<file path="src/hcam_regs.vh">
// Purpose: Constants for the heater circuit alarm monitor
// Assumes: 20 MHz core clock, byte addresses on the register port
// Notes: Definitions only
`ifndef HCAM_REGS_VH
`define HCAM_REGS_VH
// ***************************************************
// Geometry
// ***************************************************
`define HCAM_NCIRC 24
// ***************************************************
// Register offsets (byte addresses)
// ***************************************************
`define HCAM_A_CTRL 5'h00
`define HCAM_A_ACT 5'h04
`define HCAM_A_PAR 5'h08
`define HCAM_A_DLY 5'h0c
`define HCAM_A_SIL 5'h10
`define HCAM_A_STAT 5'h14
`define HCAM_A_ALM 5'h18
`define HCAM_A_FLT 5'h1c
// ***************************************************
// Fields and reset values
// ***************************************************
`define HCAM_CTRL_AUTO 0
`define HCAM_STAT_REMOTE 0
`define HCAM_STAT_SIL 1
`define HCAM_STAT_LAMP 2
`define HCAM_STAT_FIRST 3
`define HCAM_STAT_IDX 8
`define HCAM_RST_AUTO 1'h1
`define HCAM_RST_ACT 24'hffffff
`define HCAM_RST_PAR 24'h000000
`define HCAM_RST_DLY 4'h1
`define HCAM_RST_SIL 17'h00e10
// ***************************************************
// Timing
// ***************************************************
`define HCAM_CLK_NS 50
`define HCAM_SEC_NS 1000000000
`define HCAM_MS_NS 1000000
`define HCAM_LAMP_MS 1000
`define HCAM_STEP_MS 500
`define HCAM_DEB_MS 20
`define HCAM_DLY_W0 9'h01e
`define HCAM_DLY_W1 9'h03c
`define HCAM_DLY_W2 9'h05a
`define HCAM_DLY_W3 9'h078
`define HCAM_SIL_MAX 17'h15180
`endif

</file>
<file path="src/hcam_monitor.v">
// Purpose: Alarm and indication logic for a 24 circuit heater scanner
// Assumes: Sensor flags and buttons arrive from pins, active high
// Notes: Remote alarm output is high while all is well
//
// Contract
// - Lamp test lights red and green together before scanning starts.
// - First scan after power-up or reset shows green under active circuits.
// - Green stays until call drops, or voltage, continuity or current fails.
// - Fault lasting the full delay lights red and raises remote alarm.
// - Manual mode: alarm latched until fault clears and reset pressed.
// - Auto mode: alarm and remote alarm clear when fault disappears.
// - Alarm delay selectable from 30 seconds to 5 minutes.
// - Alarm delay is the sum of the selected weights.
// - Silence press quiets remote alarm for the silence time, up to 24 h.
// - Silence expiry with fault still present reactivates remote alarm.
// - A circuit newly reaching its alarm delay ends silence at once.
// - Each silence press quiets alarm and restarts the silence timer.
// - Manual mode: reset press clears all latched alarms except those whose fault is still past its delay.
// - No call means no green after the first scan and no new alarm.
// - Energized circuit passing all checks shows green, no alarm.
// - Missing voltage while called lights red voltage and alarms.
// - Current below threshold lights red current and alarms.
// - Parallel circuit failing continuity lights red continuity, alarms.
// - Display shows the number of the circuit being scanned.
// - Alarm output asserted in normal operation.
// - Inactive circuits are skipped and never monitored.
// - Voltage, current, continuity judged only while call is closed.
`include "hcam_regs.vh"
module hcam_monitor #(
  parameter SEC_CYC = `HCAM_SEC_NS / `HCAM_CLK_NS,
  parameter LAMP_CYC = `HCAM_LAMP_MS * (`HCAM_MS_NS / `HCAM_CLK_NS),
  parameter STEP_CYC = `HCAM_STEP_MS * (`HCAM_MS_NS / `HCAM_CLK_NS),
  parameter DEB_CYC = `HCAM_DEB_MS * (`HCAM_MS_NS / `HCAM_CLK_NS)
) (
  // Clock, reset, enable
  input wire core_clk_in,
  input wire resetn_in,
  input wire clk_en_in,
  // Sensor card flags, one bit per circuit
  input wire [23:0] call_in,
  input wire [23:0] volt_in,
  input wire [23:0] curr_in,
  input wire [23:0] cont_in,
  // Front buttons
  input wire silence_btn_in,
  input wire reset_btn_in,
  // Register port
  input wire [4:0] reg_addr_in,
  input wire [31:0] reg_wdata_in,
  input wire reg_wr_in,
  input wire reg_rd_in,
  output reg [31:0] reg_rdata_out,
  // Indicators and alarm
  output reg [23:0] green_out,
  output reg [23:0] red_volt_out,
  output reg [23:0] red_curr_out,
  output reg [23:0] red_cont_out,
  output reg [4:0] disp_num_out,
  output reg remote_alarm_out
);
  localparam N = `HCAM_NCIRC;
  localparam integer SEC_LAST = SEC_CYC - 1;
  localparam integer LAMP_LAST = LAMP_CYC - 1;
  localparam integer STEP_LAST = STEP_CYC - 1;
  localparam integer DEB_LAST = DEB_CYC - 1;
  localparam [1:0] ST_LAMP = 2'h1;
  localparam [1:0] ST_SCAN = 2'h2;

  // ***************************************************
  // Functions
  // ***************************************************
  // Next active circuit after cur, wrapping; cur if none
  function [4:0] hcam_next;
    input [23:0] m;
    input [4:0] cur;
    integer k;
    integer j;
    reg f;
    begin
      hcam_next = cur;
      f = 1'b0;
      for (k = 1; k <= N; k = k + 1) begin
        j = (cur + k) % N;
        if (!f && m[j]) begin
          hcam_next = j[4:0];
          f = 1'b1;
        end
      end
    end
  endfunction

  // Sum of selected delay weights in seconds, 30 s floor
  function [8:0] hcam_dly;
    input [3:0] s;
    reg [8:0] t;
    begin
      t = (s[0] ? `HCAM_DLY_W0 : 9'h000) +
          (s[1] ? `HCAM_DLY_W1 : 9'h000) +
          (s[2] ? `HCAM_DLY_W2 : 9'h000) +
          (s[3] ? `HCAM_DLY_W3 : 9'h000);
      hcam_dly = (t == 9'h000) ? `HCAM_DLY_W0 : t;
    end
  endfunction

  // ***************************************************
  // Input synchronisers
  // ***************************************************
  wire [97:0] raw;
  reg [97:0] sy_a;
  reg [97:0] sy_b;
  reg [97:0] sy_c;
  reg [97:0] flt;
  assign raw = {reset_btn_in, silence_btn_in, cont_in, curr_in,
    volt_in, call_in};

  // Three stages; a level counts once stages two and three agree
  always @(posedge core_clk_in) begin
    if (!resetn_in) begin
      sy_a <= {98{1'b0}};
      sy_b <= {98{1'b0}};
      sy_c <= {98{1'b0}};
      flt <= {98{1'b0}};
    end else if (clk_en_in) begin
      sy_a <= raw;
      sy_b <= sy_a;
      sy_c <= sy_b;
      flt <= (sy_b & sy_c) | (flt & (sy_b ^ sy_c));
    end
  end

  wire [23:0] call = flt[23:0];
  wire [23:0] volt = flt[47:24];
  wire [23:0] curr = flt[71:48];
  wire [23:0] cont = flt[95:72];

  // ***************************************************
  // Button debounce
  // ***************************************************
  wire [1:0] press;
  genvar g;
  generate
    for (g = 0; g < 2; g = g + 1) begin : g_btn
      reg [24:0] cnt;
      reg st;
      reg p;
      assign press[g] = p;
      // Level must hold a full window; one pulse per rising edge
      always @(posedge core_clk_in) begin
        if (!resetn_in) begin
          cnt <= 25'h0000000;
          st <= 1'b0;
          p <= 1'b0;
        end else if (clk_en_in) begin
          p <= 1'b0;
          if (flt[96 + g] == st) begin
            cnt <= 25'h0000000;
          end else if (cnt == DEB_LAST[24:0]) begin
            cnt <= 25'h0000000;
            st <= flt[96 + g];
            p <= flt[96 + g];
          end else begin
            cnt <= cnt + 25'h0000001;
          end
        end
      end
    end
  endgenerate
  wire sil_press = press[0];
  wire rst_press = press[1];

  // ***************************************************
  // One second tick
  // ***************************************************
  reg [24:0] sec_cnt;
  reg sec_tick;
  always @(posedge core_clk_in) begin
    if (!resetn_in) begin
      sec_cnt <= 25'h0000000;
      sec_tick <= 1'b0;
    end else if (clk_en_in) begin
      sec_tick <= (sec_cnt == SEC_LAST[24:0]);
      sec_cnt <= (sec_cnt == SEC_LAST[24:0]) ? 25'h0000000 :
        sec_cnt + 25'h0000001;
    end
  end

  // ***************************************************
  // Configuration registers
  // ***************************************************
  reg ctrl_auto;
  reg [23:0] act_mask;
  reg [23:0] par_mask;
  reg [3:0] dly_sel;
  reg [16:0] sil_time;
  always @(posedge core_clk_in) begin
    if (!resetn_in) begin
      ctrl_auto <= `HCAM_RST_AUTO;
      act_mask <= `HCAM_RST_ACT;
      par_mask <= `HCAM_RST_PAR;
      dly_sel <= `HCAM_RST_DLY;
      sil_time <= `HCAM_RST_SIL;
    end else if (clk_en_in && reg_wr_in) begin
      case (reg_addr_in)
        `HCAM_A_CTRL: ctrl_auto <= reg_wdata_in[`HCAM_CTRL_AUTO];
        `HCAM_A_ACT: act_mask <= reg_wdata_in[23:0];
        `HCAM_A_PAR: par_mask <= reg_wdata_in[23:0];
        `HCAM_A_DLY: dly_sel <= reg_wdata_in[3:0];
        // Clamp to a day so the silence never outlasts 24 h
        `HCAM_A_SIL: sil_time <= (reg_wdata_in[31:0] >
          {15'h0000, `HCAM_SIL_MAX}) ? `HCAM_SIL_MAX :
          reg_wdata_in[16:0];
        default: ;
      endcase
    end
  end

  // ***************************************************
  // Scan sequencer
  // ***************************************************
  reg [1:0] state;
  reg [24:0] ph_cnt;
  reg [4:0] idx;
  reg first_scan;
  wire run = (state == ST_SCAN);
  wire [4:0] nxt = hcam_next(act_mask, idx);
  always @(posedge core_clk_in) begin
    if (!resetn_in) begin
      state <= ST_LAMP;
      ph_cnt <= 25'h0000000;
      idx <= 5'h00;
      first_scan <= 1'b0;
    end else if (clk_en_in) begin
      case (state)
        ST_LAMP: begin
          if (ph_cnt == LAMP_LAST[24:0]) begin
            ph_cnt <= 25'h0000000;
            state <= ST_SCAN;
            idx <= hcam_next(act_mask, 5'h17);
            first_scan <= 1'b1;
          end else begin
            ph_cnt <= ph_cnt + 25'h0000001;
          end
        end
        ST_SCAN: begin
          if (ph_cnt == STEP_LAST[24:0]) begin
            ph_cnt <= 25'h0000000;
            idx <= nxt;
            if (nxt <= idx) begin
              first_scan <= 1'b0;
            end
          end else begin
            ph_cnt <= ph_cnt + 25'h0000001;
          end
          // Reset press starts a fresh all-green first pass
          if (rst_press) begin
            first_scan <= 1'b1;
          end
        end
        default: begin
          state <= ST_LAMP;
          ph_cnt <= 25'h0000000;
        end
      endcase
    end
  end

  // ***************************************************
  // Fault detection and per circuit alarms
  // ***************************************************
  // Checks only while called and active; idle circuits never alarm
  wire [23:0] live = act_mask & call & {N{run}};
  wire [23:0] f_volt = live & ~volt;
  wire [23:0] f_curr = live & ~curr;
  wire [23:0] f_cont = live & par_mask & ~cont;
  wire [23:0] fault = f_volt | f_curr | f_cont;
  wire [8:0] dly = hcam_dly(dly_sel);
  wire [23:0] alm;
  wire [23:0] set_evt;
  wire [23:0] av;
  wire [23:0] ac;
  wire [23:0] at;
  genvar i;
  generate
    for (i = 0; i < N; i = i + 1) begin : g_ckt
      reg [8:0] dcnt;
      reg a;
      reg rv;
      reg rc;
      reg rt;
      wire due = fault[i] && (dcnt > dly); // First tick is partial
      assign set_evt[i] = due && !a;
      assign alm[i] = a;
      assign av[i] = rv;
      assign ac[i] = rc;
      assign at[i] = rt;
      // Timer runs only while fault holds; set wins over any clear
      always @(posedge core_clk_in) begin
        if (!resetn_in) begin
          dcnt <= 9'h000;
          a <= 1'b0;
          rv <= 1'b0;
          rc <= 1'b0;
          rt <= 1'b0;
        end else if (clk_en_in) begin
          if (!fault[i]) begin
            dcnt <= 9'h000;
          end else if (sec_tick && dcnt <= dly) begin
            dcnt <= dcnt + 9'h001;
          end
          if (due) begin
            a <= 1'b1;
            rv <= rv | f_volt[i];
            rc <= rc | f_curr[i];
            rt <= rt | f_cont[i];
          end else if (rst_press ||
                       (ctrl_auto && !fault[i])) begin
            a <= 1'b0;
            rv <= 1'b0;
            rc <= 1'b0;
            rt <= 1'b0;
          end
        end
      end
    end
  endgenerate
  wire any_alm = |alm;

  // ***************************************************
  // Silence timer
  // ***************************************************
  reg silenced;
  reg [16:0] sil_cnt;
  always @(posedge core_clk_in) begin
    if (!resetn_in) begin
      silenced <= 1'b0;
      sil_cnt <= 17'h00000;
    end else if (clk_en_in) begin
      if (|set_evt) begin
        silenced <= 1'b0;
      end else if (sil_press && any_alm) begin
        silenced <= 1'b1;
        sil_cnt <= 17'h00000;
      end else if (silenced) begin
        if (!any_alm) begin
          silenced <= 1'b0;
        end else if (sec_tick) begin
          if (sil_cnt >= sil_time) begin // Partial first tick
            silenced <= 1'b0;
          end else begin
            sil_cnt <= sil_cnt + 17'h00001;
          end
        end
      end
    end
  end

  // ***************************************************
  // Indicator and alarm outputs
  // ***************************************************
  // Green drops at once on a fault; red waits for the delay
  always @(posedge core_clk_in) begin
    if (!resetn_in) begin
      green_out <= 24'h000000;
      red_volt_out <= 24'h000000;
      red_curr_out <= 24'h000000;
      red_cont_out <= 24'h000000;
      disp_num_out <= 5'h00;
      remote_alarm_out <= 1'b1;
    end else if (clk_en_in) begin
      if (!run) begin
        green_out <= 24'hffffff;
        red_volt_out <= 24'hffffff;
        red_curr_out <= 24'hffffff;
        red_cont_out <= 24'hffffff;
        disp_num_out <= 5'h00;
      end else begin
        green_out <= first_scan ? act_mask :
          (live & ~fault & ~alm);
        red_volt_out <= av;
        red_curr_out <= ac;
        red_cont_out <= at;
        disp_num_out <= act_mask[idx] ? idx + 5'h01 : 5'h00;
      end
      // High means healthy, so a dead panel reads as a fault
      remote_alarm_out <= ~(any_alm & ~silenced);
    end
  end

  // ***************************************************
  // Register read port
  // ***************************************************
  // Data stand one cycle after the strobe, zero otherwise
  always @(posedge core_clk_in) begin
    if (!resetn_in) begin
      reg_rdata_out <= 32'h00000000;
    end else if (clk_en_in) begin
      reg_rdata_out <= 32'h00000000;
      if (reg_rd_in) begin
        case (reg_addr_in)
          `HCAM_A_CTRL: reg_rdata_out <= {31'h00000000, ctrl_auto};
          `HCAM_A_ACT: reg_rdata_out <= {8'h00, act_mask};
          `HCAM_A_PAR: reg_rdata_out <= {8'h00, par_mask};
          `HCAM_A_DLY: reg_rdata_out <= {28'h0000000, dly_sel};
          `HCAM_A_SIL: reg_rdata_out <= {15'h0000, sil_time};
          `HCAM_A_STAT: reg_rdata_out <= {19'h00000, idx, 4'h0,
            first_scan, ~run, silenced, remote_alarm_out};
          `HCAM_A_ALM: reg_rdata_out <= {8'h00, alm};
          `HCAM_A_FLT: reg_rdata_out <= {8'h00, fault};
          default: reg_rdata_out <= 32'h00000000;
        endcase
      end
    end
  end
endmodule

</file>
<file path="config.mk">
export PLATFORM = sky130hd
export DESIGN_NAME = hcam_monitor
export DESIGN_NICKNAME = d
export VERILOG_FILES = /design/src/hcam_monitor.v
export VERILOG_INCLUDE_DIRS = /design/src
export SDC_FILE = /design/constraint.sdc
export NUM_CORES = 2
export LEC_CHECK = 0
export BUFFER_PORTS_ARGS = -buffer_cell sky130_fd_sc_hd__buf_2
export CORE_UTILIZATION = 60
export DETAILED_ROUTE_END_ITERATION = 16
export PLACE_DENSITY = 0.8
export SLEW_MARGIN = 10
export SYNTH_ARGS = -nofsm -noshare
export SYNTH_HDL_FRONTEND = slang
export SYNTH_SLANG_ARGS = --single-unit
</file>
<file path="constraint.sdc">
create_clock -name core_clk_in -period 9.9 [get_ports core_clk_in]
set_clock_uncertainty 0.15 [all_clocks]
set_input_delay 2.97 -clock core_clk_in [delete_from_list [all_inputs] [get_ports core_clk_in]]
set_output_delay 2.97 -clock core_clk_in [all_outputs]
set_load 0.05 [all_outputs]
</file>
==> Word level (Yosys, flattened, before mapping) <==
Cells that the tools add are included.
{ "totals": {"wordCells": 1279, "regBits": 1039, "inputBits": 140, "out_inout_bits": 134} }
{ "op_classes": {"n_bitwise": 98, "div_mod_pow": 24, "order_cmp": 76, "eq_ne": 45, "reduce_logical": 353, "add_sub_neg": 57, "mux": 476} }
{ "ops": {"columns": ["cell", "n"], "rows": [
  ["less-than comparator 32 x 7 -> 1 bit (second input constant)", 24],
  ["remainder unit 32 x 5 -> 32 bit (second input constant)", 24],
  ["2-to-1 mux 9 bit", 49],
  ["2-to-1 mux 1 bit", 321],
  ["2-to-1 mux 5 bit", 53],
  ["adder 9 x 1 -> 9 bit (second input constant)", 24],
  ["greater-than comparator 9 bit", 24],
  ["less-or-equal comparator 9 bit", 24],
  ["AND 98 bit", 2],
  ["AND 24 bit", 8],
  ["one-hot mux 24 bit (8 select lines)", 1],
  ["2-to-1 mux 25 bit", 7],
  ["logical AND 1 bit", 144],
  ["2-to-1 mux 24 bit", 6],
  ["binary-select mux 1 bit (select 5 bit)", 25],
  ["inverter 24 bit", 5],
  ["AND reduction 2 bit", 53],
  ["2-to-1 mux 17 bit", 6],
  ["adder 25 x 1 -> 25 bit (second input constant)", 4],
  ["bitwise OR 98 bit", 1],
  ["bitwise XOR 98 bit", 1],
  ["logical NOT 1 bit", 94],
  ["bitwise OR 1 bit", 72],
  ["nonzero test 2 bit", 28],
  ["44 further kinds", 129]
]} }

==> Longest topological paths before layout <==
{ "logic_depth": {"ltp_word": 164, "ltp_mapped": 33, "ltp_nobuf": 27} }

==> Worst setup path before layout <==
Ideal clock, no wire load.
{ "synth_timing": {"path_kind": "reg2reg", "start": "register dly_sel[0]", "end": "register sil_cnt[16]", "setup_time_ps": 70, "path_stages_with_launch": 27, "slack_ps": 2051, "arrival_ps": 7629, "n_path_buf": 0, "path_cell_list": "dfxtp_1 fa_1 inv_1 fa_1 inv_1 ha_1 fa_1 a21oi_1 nor2_1 nor2_1 xor2_1 and3_1 nor2_1 ha_1 o21a_1 o21a_1 o21a_1 o21a_1 o21a_1 o41ai_1 o221ai_1 nor3_1 o2111ai_1 or3_1 nor4_1 or3b_2 a21oi_1"} }
{ "synth_between": {"elab_chain_len": 12} }
{ "synth_rtl": {"columns": ["element", "line_no", "rtl"], "rows": [
  ["start: declaration", "hcam_monitor.v:193", "reg [3:0] dly_sel;"],
  ["start signal: assignment", "hcam_monitor.v:200", "dly_sel <= `HCAM_RST_DLY;"],
  ["start signal: assignment", "hcam_monitor.v:207", "`HCAM_A_DLY: dly_sel <= reg_wdata_in[3:0];"],
  ["2-to-1 mux 5 bit (*)", "hcam_monitor.v:97", "t = (s[0] ? `HCAM_DLY_W0 : 9'h000) +"],
  ["adder 5 x 6 -> 7 bit (*)", "hcam_monitor.v:97", null],
  ["adder 7 x 7 -> 8 bit (*)", "hcam_monitor.v:97", null],
  ["adder 8 x 7 -> 9 bit (*)", "hcam_monitor.v:97", null],
  ["logical NOT 9 bit", "hcam_monitor.v:101", "hcam_dly = (t == 9'h000) ? `HCAM_DLY_W0 : t;"],
  ["2-to-1 mux 9 bit (*)", "hcam_monitor.v:101", null],
  ["greater-than comparator 9 bit", "hcam_monitor.v:290", "wire due = fault[i] && (dcnt > dly);"],
  ["logical AND 1 bit", "hcam_monitor.v:290", null],
  ["logical AND 1 bit", "hcam_monitor.v:291", "assign set_evt[i] = due && !a;"],
  ["OR reduction 24 bit (*)", "hcam_monitor.v:338", "if (|set_evt) begin"],
  ["inverter 1 bit (no line) (*)", null, null],
  ["AND reduction 6 bit (no line) (*)", null, null],
  ["end signal: assignment", "hcam_monitor.v:350", "sil_cnt <= sil_cnt + 17'h00001;"],
  ["end: declaration", "hcam_monitor.v:332", "reg [16:0] sil_cnt;"]
]} }
Every way passes the cells marked *; elsewhere a longest branch is shown, timed or not.
A chain may end at the register's enable or synchronous reset.

==> Worst setup path after layout <==
Same ends and word-level chain as after synthesis.

==> results.md <==
- Num CTS Buffers: ~100
- CP Max Fanout: 15
- Post-cts sizing count: 0
- Hold Slack: around 320 ps
- Most frequent CP cell: o21a_1
- Worst setup SP type: flop
- RSZ-0062 raised after global routing: no
- IO buf count: around 270
- Core area: 90400 um2
- Routability cong.: 1.03
- Post-synth EDFFs: 0
- Initial antenna violation count: 18
- Syn-to-layout area delta: 10.4%
- Dpl hpwl: 125 mm
- Placement Cell Area: 57100 um2
- Worst-path clk slew: approximately 60 ps
- Slowest-stage cell, CP: nor2_2
- Metal2 WL: 74.4 mm
- # hold bufs at CTS: 0
- WL per Instance: between 20 and 25 um
- Worst R2R Path Depth: 27
- Status: complete, no violations
- Crit path depth: 27
- Vias: between 50000 and 60000
- Via density: 6.37
- Syn Inst Count: 6604
- Final Slew Violations: 0
- Seq/Total Area, Yosys: about 38%
- Post-synth cell types: 97
- Total grt overflow: 0
- Fin cells: 7955
- H-tree levels: 3
- Slew @ Worst Pin: 1220 ps
- CP max stage delay: 860 ps
- Clk buf depth: 3
- Top sig layer: met5
- Fin nets: 7235
- Root Buffer: clkbuf_16
- Async S/R FF share, synth: 0%
- Antenna Nets Post-Route: 0
- Cell count after placement: around 7800
- Fin worst setup slack: 916 ps
- CP required: roughly 10000 ps
- CP delay by family, top: simple AND/OR/NAND/NOR gates
- WL final: 176 mm
- GRT Resource Usage Total: a little over a third
- Crit share post-route: 90.7%
- DRC Markers: 0
- Pleak: 25.4 nW
- Ys flop type: dfxtp_1
- Post-route design area: 60800 um2
- Worst path arrival time: between 9000 and 10000 ps
- # rows: 110
- Starting density of the core: between 60% and 70%
- Rel. slew slack: 18.1%
- CP Capture Type: flop
- Synthesized area per cell: 8.33 um2
- Power per Cell Area: between 150 and 200 nW/um2
- Endpoints failing setup: 0
- Maximum number of pins on one net before global-route repair: 236
- Max Cap Viol: 0
- First-pass GRT wire length: about 270 mm
- Post-CTS setup buffers: 0
- Worst-Skew Late Latency: 730 ps
- Vias in the first global route: 46000
- CTS tree: yes
- Die width: 305 um
- Crit path time final: 8980 ps
- Synth warnings: 0
- Worst min-delay path category: flop to flop
- Hold Path Depth: 2
- M1 WL: 72.7 mm
- Io pins: 274
- Total negative slack: 0 ps
- Critical path buffers and inverters: 3
- Final Hold Viols: 0
- DRC marker count from the first detailed-route iteration: 5689
- Mapped Area: between 50000 and 60000 um2
- Chip height: 305 um
- Place WS: approximately 1100 ps
- # fillers: 7255
- Clock Sinks: 1031
- Fraction of layout cells with a size suffix above 1: 9.64%
- Max Clk Rate: between 100 and 150 MHz
- Crit Path Class: flop to flop
- Die area: 92900 um2
- First-pass detailed-route iteration total: 8
- Max IR drop VDD: 181 uV
- #FFs+latches synth: 1031
- WL met3: 18.6 mm
[registers in the layout (all words and copies together), names as in the netlist, 25 cells and up]
name,flops
flt,98
sy_a,98
g_btn.cnt,50
g_ckt.dcnt,216
sec_cnt,25
sy_b,98
sy_c,98
ph_cnt,25
[cell usage after synthesis, drive strengths merged, types with 108 or more instances]
| cell type | count | share of area [%] |
|---|---|---|
| nor2 | 1102 | 7.5 |
| dfxtp | 1031 | 38 |
| nand2 | 558 | 3.8 |
| a21oi | 435 | 4.0 |
| o21ai | 422 | 3.8 |
| ha | 396 | 9.0 |
| mux2i | 379 | 6.9 |
| clkbuf | 278 | 1.9 |
| inv | 215 | 1.5 |
| xor2 | 166 | 2.6 |
| nand3 | 162 | 1.5 |
| o21a | 158 | 2.2 |
| and3 | 109 | 1.2 |
| nand4 | 108 | 1.2 |
[layout by cell type, fill, tap and decap left out, types with 109 or more instances in the layout]
cell        n
o21a_1    158
nand2_1   558
dfxtp_1  1027
mux2i_1   379
nor2_1   1095
a21oi_1   433
ha_1      395
inv_1     210
and3_1    109
nand3_1   162
o21ai_0   409
buf_2     263
xor2_1    165
[worst paths after layout]
check	startpoint	to	slack [ps]
min	g_ckt[23].rv	red_volt_out[23]	320
max	dly_sel[0]	sil_cnt[16]	920
max reg2reg	dly_sel[0]	sil_cnt[16]	920
min reg2reg	g_ckt[23].rv	red_volt_out[23]	320
[worst min-delay path: cells and delay by family, from the launching register on]
family | cells | cell delay (ps)
DFF | 1 | 310
AOI/OAI and AO/OA | 1 | 60
buffers and inverters | 1 | 50
[final cells by class]
| type | count | area, um2 | area share [%] |
|---|---|---|---|
| multi-input cells | 5006 | 32200 | 53.0 |
| repair buffers | 334 | 1900 | 3.12 |
| inverters | 218 | 831 | 1.37 |
| diodes | 4 | 10.0 | 0.0165 |
| flip-flops and latches | 1031 | 20600 | 34.0 |
| well taps | 1176 | 1470 | 2.42 |
| clock buffers | 136 | 2930 | 4.82 |
| clock inverters | 50 | 768 | 1.26 |
[power breakdown]
part / internal [mW] / total, mW / switching, mW / leakage (nW)
clock: 2.49 / 4.24 / 1.76 / 1.82
sequential: 4.23 / 4.30 / 0.0700 / 8.37
combinational: 0.275 / 0.891 / 0.617 / 15.2
[cell families after synthesis]
| kind of cell | share of synthesized area (%) |
|---|---|
| multiplexers | 8.80 |
| other | 0.00682 |
| XOR/XNOR | 3.41 |
| flip-flops | 37.5 |
| adder cells (fa/ha/maj) | 9.19 |
| AND/OR/NAND/NOR | 20.5 |
| AO/OA/AOI/OAI | 16.5 |
| buffers and inverters | 4.13 |
[per-stage QoR]
stage	power [mW]	util [%]
after floorplan	4.99	-
after global placement	5.23	63.1
after detailed placement	5.25	63.1
after CTS	9.44	67.2
after global routing	9.70	67.2
final	9.43	67.2
[layer usage]
layer	vias up	track usage, %
met5	-	0
met4	28	19.9
met3	493	7.85
met2	2470	54.5
met1	24000	49.3
li1	23600	-
(Power assumes the default switching activity.)
